`config.mk`:
```
export PLATFORM = sky130hd
export DESIGN_NAME = serial_output_buffer
export DESIGN_NICKNAME = d
export VERILOG_FILES = /design/src/rtl/swb_pkg.sv /design/src/rtl/serial_output_buffer.sv /design/src/rtl/swb_tap_sync.sv
export SDC_FILE = /design/constraint.sdc
export NUM_CORES = 1
export LEC_CHECK = 0
export BUFFER_PORTS_ARGS = -buffer_cell sky130_fd_sc_hd__buf_2
export CORE_MARGIN = 10
export CORE_UTILIZATION = 30
export DETAILED_ROUTE_END_ITERATION = 12
export PLACE_DENSITY_LB_ADDON = 0.05
export SLEW_MARGIN = 20
export SYNTH_ARGS = -nofsm -noshare
export SYNTH_HDL_FRONTEND = slang
export SYNTH_HIERARCHICAL = 1
export SYNTH_SLANG_ARGS = --single-unit
```
`constraint.sdc`:
```
create_clock -name mclk_i -period 4.2 [get_ports mclk_i]
set_input_delay 0.63 -clock mclk_i [delete_from_list [all_inputs] [get_ports mclk_i]]
set_output_delay 0.63 -clock mclk_i [all_outputs]
set_load 0.02 [all_outputs]
```
`src/rtl/swb_pkg.sv`:
```
package swb_pkg;

  // ---------------------------------------------------------------------
  // Register map (byte addresses on the register bus)
  // ---------------------------------------------------------------------
  localparam logic [8:0] ADDR_HOLDER     = 9'h000;
  localparam logic [8:0] ADDR_INDEX_LOW  = 9'h004;
  localparam logic [8:0] ADDR_INDEX_HIGH = 9'h008;
  localparam logic [8:0] ADDR_RATE       = 9'h00c;
  localparam logic [8:0] ADDR_CTRL       = 9'h010;
  // RAM window: one nibble per word, byte address bits [7:2] index it.
  localparam logic [8:0] ADDR_RAM_BASE   = 9'h100;
  localparam int         RAM_WORDS       = 64;

  // ---------------------------------------------------------------------
  // Field positions
  // ---------------------------------------------------------------------
  localparam int BIT_AUTO_SEND      = 3;
  localparam int BIT_INTERACTIVE_GO = 2;
  localparam int BIT_CTRL_GIE       = 0;
  localparam int BIT_CTRL_JTF       = 1;
  localparam int BIT_CTRL_IRQ       = 2;
  localparam int BIT_CTRL_BUSY      = 3;
  localparam int BIT_CTRL_STANDBY   = 4;
  localparam int BIT_CTRL_IRQ_SEEN  = 5;

  // ---------------------------------------------------------------------
  // Reset values and figures
  // ---------------------------------------------------------------------
  localparam logic [3:0] HOLDER_RESET   = 4'hf;
  localparam logic [1:0] RATE_RESET     = 2'h0;
  localparam logic [1:0] LAST_BIT       = 2'h3;
  // Rate select codes: 1024 Hz, 2048 Hz, 8192 Hz, 16384 Hz.
  localparam logic [1:0] RATE_1K        = 2'h0;
  localparam logic [1:0] RATE_16K       = 2'h3;

  typedef enum logic [1:0] {
    SH_IDLE = 2'b00,
    SH_LOW  = 2'b01,
    SH_HIGH = 2'b10
  } shift_state_t;

endpackage : swb_pkg

```
`src/rtl/serial_output_buffer.sv`:
```
// Local design decisions: register access over Avalon-MM and the placing of the registers.
`timescale 1ns/10ps
`default_nettype none

module serial_output_buffer #(
  parameter bit HIZ_OPTION = 1'b0
) (
  input  wire logic        mclk_i,
  input  wire logic        reset_n_i,
  input  wire logic [8:0]  avs_address_i,
  input  wire logic        avs_read_i,
  input  wire logic        avs_write_i,
  input  wire logic [31:0] avs_writedata_i,
  output logic      [31:0] avs_readdata_o,
  output logic             avs_waitrequest_o,
  input  wire logic [3:0]  prescaler_tap_i,
  input  wire logic        halt_i,
  input  wire logic        irq_request_i,
  output logic             standby_o,
  output logic             resume_to_irq_o,
  output logic             global_irq_enable_o,
  output logic             jump_test_flag_o,
  output logic             holder_empty_irq_o,
  output logic             serial_clk_o,
  output logic             serial_clk_oe_n_o,
  output logic             serial_data_o,
  output logic             serial_data_oe_n_o
);
  import swb_pkg::*;

  // ---------------------------------------------------------------------
  // State
  // ---------------------------------------------------------------------
  logic [3:0]   ram [RAM_WORDS];
  logic [3:0]   first_nibble_holder;
  logic         holder_full;
  logic [3:0]   index_low_reg;
  logic [1:0]   index_high;
  logic         auto_send_select;
  logic         interactive_go;
  logic [1:0]   serial_rate_reg;
  logic         auto_running;
  logic         irq_seen;
  logic [6:0]   ram_pos;
  logic [3:0]   shifter;
  logic [1:0]   bit_cnt;
  shift_state_t sh_state;
  logic         ack;
  logic [3:0]   tap_rise;
  logic [3:0]   tap_fall;

  logic       bus_wr;
  logic       hold_wr;
  logic       idx_lo_wr;
  logic       idx_hi_wr;
  logic       ctrl_wr;
  logic       auto_start;
  logic       go_start;
  logic       go_stop;
  logic       nibble_end;
  logic       more;
  logic       load_holder;
  logic       load_ram;
  logic       finish;
  logic       rise_sel;
  logic       fall_sel;
  logic [5:0] last_index;

  function automatic logic [31:0] nib_word(input logic [3:0] n);
    nib_word = {28'h0000000, n};
  endfunction : nib_word

  swb_tap_sync u_sync (
    .mclk_i    (mclk_i),
    .reset_n_i (reset_n_i),
    .tap_i     (prescaler_tap_i),
    .rise_o    (tap_rise),
    .fall_o    (tap_fall)
  );

  // ---------------------------------------------------------------------
  // Decode
  // ---------------------------------------------------------------------
  assign last_index = {index_high, index_low_reg};
  // Every tap, the fastest included, is served by the same engine.
  assign rise_sel   = tap_rise[serial_rate_reg];
  assign fall_sel   = tap_fall[serial_rate_reg];
  assign bus_wr     = avs_write_i & ack;
  assign hold_wr    = bus_wr & (avs_address_i == ADDR_HOLDER);
  assign idx_lo_wr  = bus_wr & (avs_address_i == ADDR_INDEX_LOW)
                      & ~auto_running;
  assign idx_hi_wr  = bus_wr & (avs_address_i == ADDR_INDEX_HIGH)
                      & ~auto_running;
  assign ctrl_wr    = bus_wr & (avs_address_i == ADDR_CTRL);
  assign auto_start = halt_i & auto_send_select & ~auto_running;
  assign go_start   = idx_hi_wr & avs_writedata_i[BIT_INTERACTIVE_GO]
                      & ~interactive_go & ~avs_writedata_i[BIT_AUTO_SEND]
                      & holder_full;
  assign go_stop    = idx_hi_wr & ~avs_writedata_i[BIT_INTERACTIVE_GO]
                      & interactive_go;
  assign nibble_end = (sh_state == SH_HIGH) & fall_sel
                      & (bit_cnt == LAST_BIT);
  // Interactive streams continue only if the holder was refilled in time.
  assign more       = auto_running ? (ram_pos <= {1'b0, last_index})
                                   : holder_full;
  assign load_ram   = nibble_end & auto_running & more;
  assign load_holder = go_start | (nibble_end & ~auto_running & more
                                   & ~go_stop);
  assign finish     = (nibble_end & ~more) | go_stop;

  // ---------------------------------------------------------------------
  // Register bus
  // ---------------------------------------------------------------------
  // One wait state: the request is seen, then waitrequest drops for one
  // cycle, so every access completes two edges after it is raised.
  always_ff @(posedge mclk_i) begin
    if (!reset_n_i) begin
      ack <= 1'b0;
    end else begin
      ack <= (avs_read_i | avs_write_i) & ~ack;
    end
  end

  always_ff @(posedge mclk_i) begin
    if (!reset_n_i) begin
      avs_waitrequest_o <= 1'b1;
    end else begin
      avs_waitrequest_o <= ~((avs_read_i | avs_write_i) & ~ack);
    end
  end

  always_ff @(posedge mclk_i) begin
    if (!reset_n_i) begin
      avs_readdata_o <= 32'h00000000;
    end else if (avs_read_i & ~ack) begin
      avs_readdata_o <= 32'h00000000;
      if (avs_address_i[8]) begin
        avs_readdata_o <= nib_word(ram[avs_address_i[7:2]]);
      end else begin
        case (avs_address_i)
          ADDR_HOLDER:     avs_readdata_o <= nib_word(first_nibble_holder);
          ADDR_INDEX_LOW:  avs_readdata_o <= nib_word(index_low_reg);
          ADDR_INDEX_HIGH: avs_readdata_o <= nib_word({auto_send_select,
                                             interactive_go, index_high});
          ADDR_RATE:       avs_readdata_o <= {30'h00000000, serial_rate_reg};
          ADDR_CTRL:       avs_readdata_o <= {26'h0000000, irq_seen,
                                             standby_o,
                                             sh_state != SH_IDLE,
                                             holder_empty_irq_o,
                                             jump_test_flag_o,
                                             global_irq_enable_o};
          default:         avs_readdata_o <= 32'h00000000;
        endcase
      end
    end
  end

  always_ff @(posedge mclk_i) begin
    if (bus_wr & avs_address_i[8] & (avs_address_i[1:0] == 2'h0)) begin
      ram[avs_address_i[7:2]] <= avs_writedata_i[3:0];
    end
  end

  // ---------------------------------------------------------------------
  // Software registers
  // ---------------------------------------------------------------------
  always_ff @(posedge mclk_i) begin
    if (!reset_n_i) begin
      first_nibble_holder <= HOLDER_RESET;
      serial_rate_reg     <= RATE_RESET;
      index_low_reg       <= 4'h0;
      index_high          <= 2'h0;
    end else begin
      if (hold_wr) begin
        first_nibble_holder <= avs_writedata_i[3:0];
      end
      if (bus_wr & (avs_address_i == ADDR_RATE)) begin
        serial_rate_reg <= avs_writedata_i[1:0];
      end
      if (idx_lo_wr) begin
        index_low_reg <= avs_writedata_i[3:0];
      end
      if (idx_hi_wr) begin
        index_high <= avs_writedata_i[1:0];
      end
    end
  end

  // Holder occupancy: a write in the same cycle as a load keeps it full.
  always_ff @(posedge mclk_i) begin
    if (!reset_n_i) begin
      holder_full <= 1'b0;
    end else if (hold_wr) begin
      holder_full <= 1'b1;
    end else if (load_holder | auto_start) begin
      holder_full <= 1'b0;
    end
  end

  // ---------------------------------------------------------------------
  // Mode bits
  // ---------------------------------------------------------------------
  always_ff @(posedge mclk_i) begin
    if (!reset_n_i) begin
      auto_send_select <= 1'b0;
      interactive_go   <= 1'b0;
    end else if (auto_running & finish) begin
      auto_send_select <= 1'b0;
    end else if (idx_hi_wr) begin
      auto_send_select <= avs_writedata_i[BIT_AUTO_SEND];
      interactive_go   <= go_start;
    end else if (finish) begin
      interactive_go   <= 1'b0;
    end
  end

  always_ff @(posedge mclk_i) begin
    if (!reset_n_i) begin
      auto_running <= 1'b0;
      standby_o    <= 1'b0;
    end else if (auto_start) begin
      auto_running <= 1'b1;
      standby_o    <= 1'b1;
    end else if (auto_running & finish) begin
      auto_running <= 1'b0;
      standby_o    <= 1'b0;
    end
  end

  // An interrupt raised during the transfer is remembered so the CPU
  // enters its routine instead of resuming after the halt.
  always_ff @(posedge mclk_i) begin
    if (!reset_n_i) begin
      irq_seen        <= 1'b0;
      resume_to_irq_o <= 1'b0;
    end else if (auto_start) begin
      irq_seen        <= irq_request_i;
      resume_to_irq_o <= 1'b0;
    end else if (auto_running) begin
      irq_seen        <= irq_seen | irq_request_i;
      resume_to_irq_o <= finish & (irq_seen | irq_request_i);
    end else begin
      resume_to_irq_o <= 1'b0;
    end
  end

  always_ff @(posedge mclk_i) begin
    if (!reset_n_i) begin
      global_irq_enable_o <= 1'b0;
    end else if (auto_running & finish) begin
      // The end of a transfer wins: the select bit drops on this same edge.
      global_irq_enable_o <= 1'b1;
    end else if (auto_send_select | (idx_hi_wr
                 & avs_writedata_i[BIT_AUTO_SEND])) begin
      global_irq_enable_o <= 1'b0;
    end else if (ctrl_wr) begin
      global_irq_enable_o <= avs_writedata_i[BIT_CTRL_GIE];
    end
  end

  // ---------------------------------------------------------------------
  // Flags: a holder load, or for the jump test flag an auto end, wins over a holder write in the same cycle; the empty-holder level does not
  // ---------------------------------------------------------------------
  always_ff @(posedge mclk_i) begin
    if (!reset_n_i) begin
      jump_test_flag_o <= 1'b0;
    end else if ((auto_running & finish) | load_holder) begin
      jump_test_flag_o <= 1'b1;
    end else if (hold_wr) begin
      jump_test_flag_o <= 1'b0;
    end
  end

  always_ff @(posedge mclk_i) begin
    if (!reset_n_i) begin
      holder_empty_irq_o <= 1'b0;
    end else if (load_holder | (interactive_go & ~holder_full
                 & ~finish & ~hold_wr)) begin
      holder_empty_irq_o <= 1'b1;
    end else if (hold_wr) begin
      holder_empty_irq_o <= 1'b0;
    end
  end

  // ---------------------------------------------------------------------
  // Shift engine
  // ---------------------------------------------------------------------
  always_ff @(posedge mclk_i) begin
    if (!reset_n_i) begin
      sh_state <= SH_IDLE;
      shifter  <= 4'h0;
      bit_cnt  <= 2'h0;
      ram_pos  <= 7'h00;
    end else if (auto_start) begin
      shifter  <= first_nibble_holder;
      bit_cnt  <= 2'h0;
      ram_pos  <= 7'h00;
      sh_state <= SH_LOW;
    end else if (finish) begin
      sh_state <= SH_IDLE;
    end else if (load_holder) begin
      shifter  <= first_nibble_holder;
      bit_cnt  <= 2'h0;
      sh_state <= SH_LOW;
    end else if (load_ram) begin
      shifter  <= ram[ram_pos[5:0]];
      ram_pos  <= ram_pos + 7'h01;
      bit_cnt  <= 2'h0;
      sh_state <= SH_LOW;
    end else begin
      case (sh_state)
        SH_LOW: begin
          if (rise_sel) begin
            sh_state <= SH_HIGH;
          end
        end
        SH_HIGH: begin
          if (fall_sel) begin
            bit_cnt  <= bit_cnt + 2'h1;
            sh_state <= SH_LOW;
          end
        end
        default: sh_state <= SH_IDLE;
      endcase
    end
  end

  // Data moves with the rising clock so the receiver samples on the fall.
  always_ff @(posedge mclk_i) begin
    if (!reset_n_i) begin
      serial_clk_o  <= 1'b0;
      serial_data_o <= 1'b0;
    end else if (finish | auto_start | (sh_state == SH_IDLE)) begin
      // Data lingers one cycle after a stop so it never moves with the
      // falling clock that the receiver samples on.
      serial_clk_o  <= 1'b0;
      serial_data_o <= (sh_state == SH_IDLE) ? 1'b0 : serial_data_o;
    end else if ((sh_state == SH_LOW) & rise_sel & ~load_ram
                 & ~load_holder) begin
      serial_clk_o  <= 1'b1;
      serial_data_o <= shifter[bit_cnt];
    end else if ((sh_state == SH_HIGH) & fall_sel) begin
      serial_clk_o  <= 1'b0;
    end
  end

  // With the high-impedance option the pins float outside transfers.
  always_ff @(posedge mclk_i) begin
    if (!reset_n_i) begin
      serial_clk_oe_n_o  <= HIZ_OPTION;
      serial_data_oe_n_o <= HIZ_OPTION;
    end else if (auto_start | go_start) begin
      serial_clk_oe_n_o  <= 1'b0;
      serial_data_oe_n_o <= 1'b0;
    end else if (finish) begin
      serial_clk_oe_n_o  <= HIZ_OPTION;
      serial_data_oe_n_o <= HIZ_OPTION;
    end
  end

  // ---------------------------------------------------------------------
  // Assertions
  // ---------------------------------------------------------------------
  property p_gie_off;
    @(posedge mclk_i) disable iff (!reset_n_i)
      auto_send_select |-> !global_irq_enable_o;
  endproperty
  a_gie_off: assert property (p_gie_off)
    else $error("Global irq enable high during auto send.");

  property p_auto_end;
    @(posedge mclk_i) disable iff (!reset_n_i)
      (auto_running && finish) |=> (jump_test_flag_o && !standby_o
        && global_irq_enable_o && !auto_send_select);
  endproperty
  a_auto_end: assert property (p_auto_end)
    else $error("Auto transfer end effects missing.");

  property p_first_nibble;
    @(posedge mclk_i) disable iff (!reset_n_i)
      auto_start |=> (shifter == $past(first_nibble_holder)) && standby_o;
  endproperty
  a_first_nibble: assert property (p_first_nibble)
    else $error("Auto transfer did not start with the holder.");

  property p_holder_clear;
    @(posedge mclk_i) disable iff (!reset_n_i)
      (hold_wr && !load_holder && !auto_running && !interactive_go)
        |=> !jump_test_flag_o && !holder_empty_irq_o;
  endproperty
  a_holder_clear: assert property (p_holder_clear)
    else $error("Holder write did not clear the flags.");

  property p_load_irq;
    @(posedge mclk_i) disable iff (!reset_n_i)
      load_holder |=> holder_empty_irq_o && jump_test_flag_o;
  endproperty
  a_load_irq: assert property (p_load_irq)
    else $error("Holder move raised no empty interrupt.");

  property p_stop_now;
    @(posedge mclk_i) disable iff (!reset_n_i)
      go_stop |=> (sh_state == SH_IDLE) && !serial_clk_o && !interactive_go;
  endproperty
  a_stop_now: assert property (p_stop_now)
    else $error("Clearing go did not stop at once.");

  property p_data_edge;
    @(posedge mclk_i) disable iff (!reset_n_i)
      ($changed(serial_data_o) && serial_data_o) |-> $rose(serial_clk_o);
  endproperty
  a_data_edge: assert property (p_data_edge)
    else $error("Serial data changed off the rising clock.");

  property p_idle_low;
    @(posedge mclk_i) disable iff (!reset_n_i)
      ##1 ($past(sh_state) == SH_IDLE) |-> !serial_clk_o && !serial_data_o;
  endproperty
  a_idle_low: assert property (p_idle_low)
    else $error("Serial outputs not low outside a transfer.");

  property p_index_locked;
    @(posedge mclk_i) disable iff (!reset_n_i)
      (auto_running && bus_wr && avs_address_i == ADDR_INDEX_LOW)
        |=> $stable(index_low_reg);
  endproperty
  a_index_locked: assert property (p_index_locked)
    else $error("Index changed during auto transfer.");

  property p_drive_start;
    @(posedge mclk_i) disable iff (!reset_n_i)
      (auto_start || go_start) |=> !serial_clk_oe_n_o && !serial_data_oe_n_o;
  endproperty
  a_drive_start: assert property (p_drive_start)
    else $error("Outputs not driven at transfer start.");

endmodule : serial_output_buffer

`default_nettype wire

```
`src/rtl/swb_tap_sync.sv`:
```
`timescale 1ns/10ps
`default_nettype none

// Three-stage synchroniser for the prescaler taps; a level change counts
// only once the second and third stages agree, which filters one-cycle
// metastable glitches.
module swb_tap_sync (
  input  wire logic       mclk_i,
  input  wire logic       reset_n_i,
  input  wire logic [3:0] tap_i,
  output logic      [3:0] rise_o,
  output logic      [3:0] fall_o
);

  logic [3:0] stage1;
  logic [3:0] stage2;
  logic [3:0] stage3;
  logic [3:0] level;

  always_ff @(posedge mclk_i) begin
    if (!reset_n_i) begin
      stage1 <= 4'h0;
      stage2 <= 4'h0;
      stage3 <= 4'h0;
    end else begin
      stage1 <= tap_i;
      stage2 <= stage1;
      stage3 <= stage2;
    end
  end

  always_ff @(posedge mclk_i) begin
    if (!reset_n_i) begin
      level <= 4'h0;
    end else begin
      level <= (stage2 & stage3) | (level & (stage2 | stage3));
    end
  end

  assign rise_o = stage2 & stage3 & ~level;
  assign fall_o = ~stage2 & ~stage3 & level;

endmodule : swb_tap_sync

`default_nettype wire

```
==> out/metrics.csv <==
stage;metric;value;unit
worst_setup_path;start_kind;flop;
synthesis;synth_cell_types;72;
layout;final_core_util;0.344;
sta;tns;0;ns
hold_path;hp-class;in2reg;
routing;drc;0;
placed_design;dp_slack;0.725;ns
synthesis;synth_flop_cell;edfxtp_1;
power_and_ir_drop;powerDensity;400;nW/µm²
layout;final_common_cell;edfxtp_1;
routing;wl_per_cell;28.6;µm
synthesis;avgSynthCellArea;15.3;µm²
worst_setup_path;cp_max_fo;27;
global_routing;antenna_found_initial;4;
layout;syn_to_final_growth;13.7;%
sta;period_share;0.693;
clock_tree;post-cts-setup-buffers;0;
synthesis;synth_edf_count;256;
sta;fmax;0.344;GHz
power_and_ir_drop;ir_drop;0.000229;V
power_and_ir_drop;totalPowerFinal;0.00707;W
synthesis;synthArstFlopShare;0;
flow_run;maxCapViolCount;0;
floorplan;pin_count;93;
sta;setup_viol;0;
routing;routed_wl;50700;µm
worst_setup_path;critPathMaxStageDelay;0.66;ns
worst_setup_path;crit_slowest_cell;dfxtp_4;
clock_tree;clk_pin_slew;0.06;ns
hold_path;hp-start;prescaler_tap_i[3];
sta;fin_ws;1.29;ns
routing;vias;9372;
synthesis;ys_ff_latch;324;
power_and_ir_drop;leakage;5.53;nW
sta;maxSlewViolCount;0;
floorplan;core.rowCount;83;
routing;viasPerCell;5.28;
placed_design;numPortBuffers;36;
worst_setup_path;r2r_end;shifter[0];
synthesis;synthCells;1013;
global_routing;grt_max_degree;58;
worst_setup_path;worst_path_dominant_cell_family;compound AO/OA/AOI/OAI gates;
sta;grt_setup_unrepaired;no;
clock_tree;cts_root_buffer;clkbuf_16;
synthesis;yosysSeqAreaShare;0.583;
outcome;status;finished, final reports clean;
worst_setup_path;critical_path_class;reg2reg;
floorplan;die_h;248;µm
worst_setup_path;ff2ff_path_depth;8;
worst_setup_path;worstPathRequired;4.64;ns
worst_setup_path;r2r_setup_slack;1.29;ns
sta;fin_skew;0.0188;ns
sta;max-slew-margin-rel;0.309;
hold_path;hold_depth;2;
global_routing;grt_pass1_vias;9759;
layout;largest_register_ffs;256;
routing;drt_iter0_drc;786;
clock_tree;htreeDepth;2;
layout;regArea;9060;µm²
synthesis;synth_area;15500;µm²
clock_tree;tritoncts;done;
routing;first_pass_iters;5;
sta;hold_viol;0;
layout;final_cell_mix;edfxtp_1 (256), mux4_2 (135), nor2_1 (103), dfxtp_1 (65), nand2_1 (42);
clock_tree;ctsResizeCount;0;
global_routing;grt_pass1_wl;72500;µm
routing;postRouteAntennaNets;0;
layout;layout-drive-gt1-share;0.269;
floorplan;initial_core_util;0.303;
placed_design;post-dp-hpwl;34900;µm
clock_tree;cts_sinks;324;
global_routing;overflow;0;
layout;nNetsFinal;1125;
floorplan;dieArea;61300;µm²
clock_tree;clk_latency;0.56;ns
global_routing;grt_usage;0.167;
sta;hold_slack;0.293;ns
sta;tightest_slew;1.04;ns
clock_tree;cts_buffers;40;
floorplan;core-area;51300;µm²
worst_setup_path;crit_path_cell_trace;buf_12 -> mux4_2 -> nor2b_1 -> a211oi_1 -> a211o_1 -> a221oi_1 -> a21oi_1 -> o21ai_1;
worst_setup_path;crit_buf_inv;1;
synthesis;yosys_warnings;6;
clock_tree;cts_buffer_depth;3;
worst_setup_path;arrival;3.35;ns
hold_path;min_to;u_sync/stage1[3];
placed_design;place_congestion;0.801;
layout;multi_input_area;6010;µm²
sta;period_minus_slack;2.91;ns
clock_tree;ctsHoldBuffers;0;
floorplan;die_w;248;µm
layout;nFillCells;5000;
layout;num_antenna_cells;0;
worst_setup_path;cp-end-kind;flop;
==> through the flow <==
step	cell area, µm²	cells
floorplan	15600	1040
global placement	16500	1704
detailed placement	16500	1704
CTS	17700	1775
global route	17700	1775
finish	17700	1775
==> layer usage <==
| metal | track usage | wire length [µm] | vias up |
|---|---|---|---|
| met5 | 0 | 13 | - |
| met4 | 0.0412 | 874 | 2 |
| met3 | 0.0305 | 2740 | 59 |
| met2 | 0.261 | 23700 | 225 |
| met1 | 0.235 | 23400 | 4967 |
| li1 | - | - | 4119 |
==> report_power, final <==
part / internal, W / switching (W)
clock: 0.00186 / 0.00137
combinational: 0.000116 / 0.000244
sequential: 0.00346 / 0.00000758
==> how the worst max path moves through the flow <==
stage	startpoint	to	slack [ns]	cells past startpoint
6_report	flop	shifter[0]	1.29	8
5_1_grt	avs_address_i[2]	avs_readdata_o[2]	1.13	8
4_1_cts	flop	shifter[0]	1.28	8
3_5_place_dp	avs_address_i[3]	avs_readdata_o[0]	0.72	8
3_3_place_gp	avs_address_i[2]	avs_readdata_o[1]	0.69	8
2_1_floorplan	avs_address_i[2]	avs_readdata_o[1]	1.50	8
==> kinds of logic (layout without fill, tap and decap cells) <==
group           count (synthesis)  after routing  share of synthesized area
xor+xnor                        5              5                    0.00282
other cells                     1             28                   0.000241
flops                         324            324                      0.583
mux                           170            170                      0.218
simple gates                  259            259                     0.0873
compound gates                146            146                     0.0656
fa+ha+maj                       8              8                    0.00644
buf+inv                       100            155                     0.0367
==> synthesized netlist by cell type (6+ instances only) <==
| library cell | number | area [µm²] |
|---|---|---|
| nand2_1 | 42 | 158 |
| dfxtp_1 | 68 | 1360 |
| nand3b_1 | 7 | 52.6 |
| edfxtp_1 | 256 | 7690 |
| a21oi_1 | 29 | 145 |
| clkbuf_1 | 22 | 82.6 |
| nor2_1 | 103 | 387 |
| buf_2 | 19 | 95.1 |
| mux4_2 | 135 | 3040 |
| and2_4 | 7 | 61.3 |
| nor3_1 | 9 | 45.0 |
| buf_1 | 6 | 22.5 |
| buf_4 | 35 | 263 |
| mux2i_1 | 35 | 350 |
| a21boi_0 | 7 | 52.6 |
| o22ai_1 | 10 | 62.6 |
| nor2b_1 | 22 | 138 |
| inv_1 | 13 | 48.8 |
| a22oi_1 | 26 | 195 |
| o21ai_0 | 18 | 90.1 |
| ha_1 | 8 | 100 |
| nand3_1 | 19 | 95.1 |
==> cell type report <==
| cell class | instances | area share |
|---|---|---|
| Multi-Input combinational cell | 616 | 0.341 |
| Inverter | 13 | 0.00276 |
| Tap cell | 680 | 0.0482 |
| Clock buffer | 51 | 0.0608 |
| Clock inverter | 20 | 0.00716 |
| Timing Repair Buffer | 71 | 0.0275 |
| Sequential cell | 324 | 0.513 |
No activity file was read; power rests on OpenSTA's default activity.
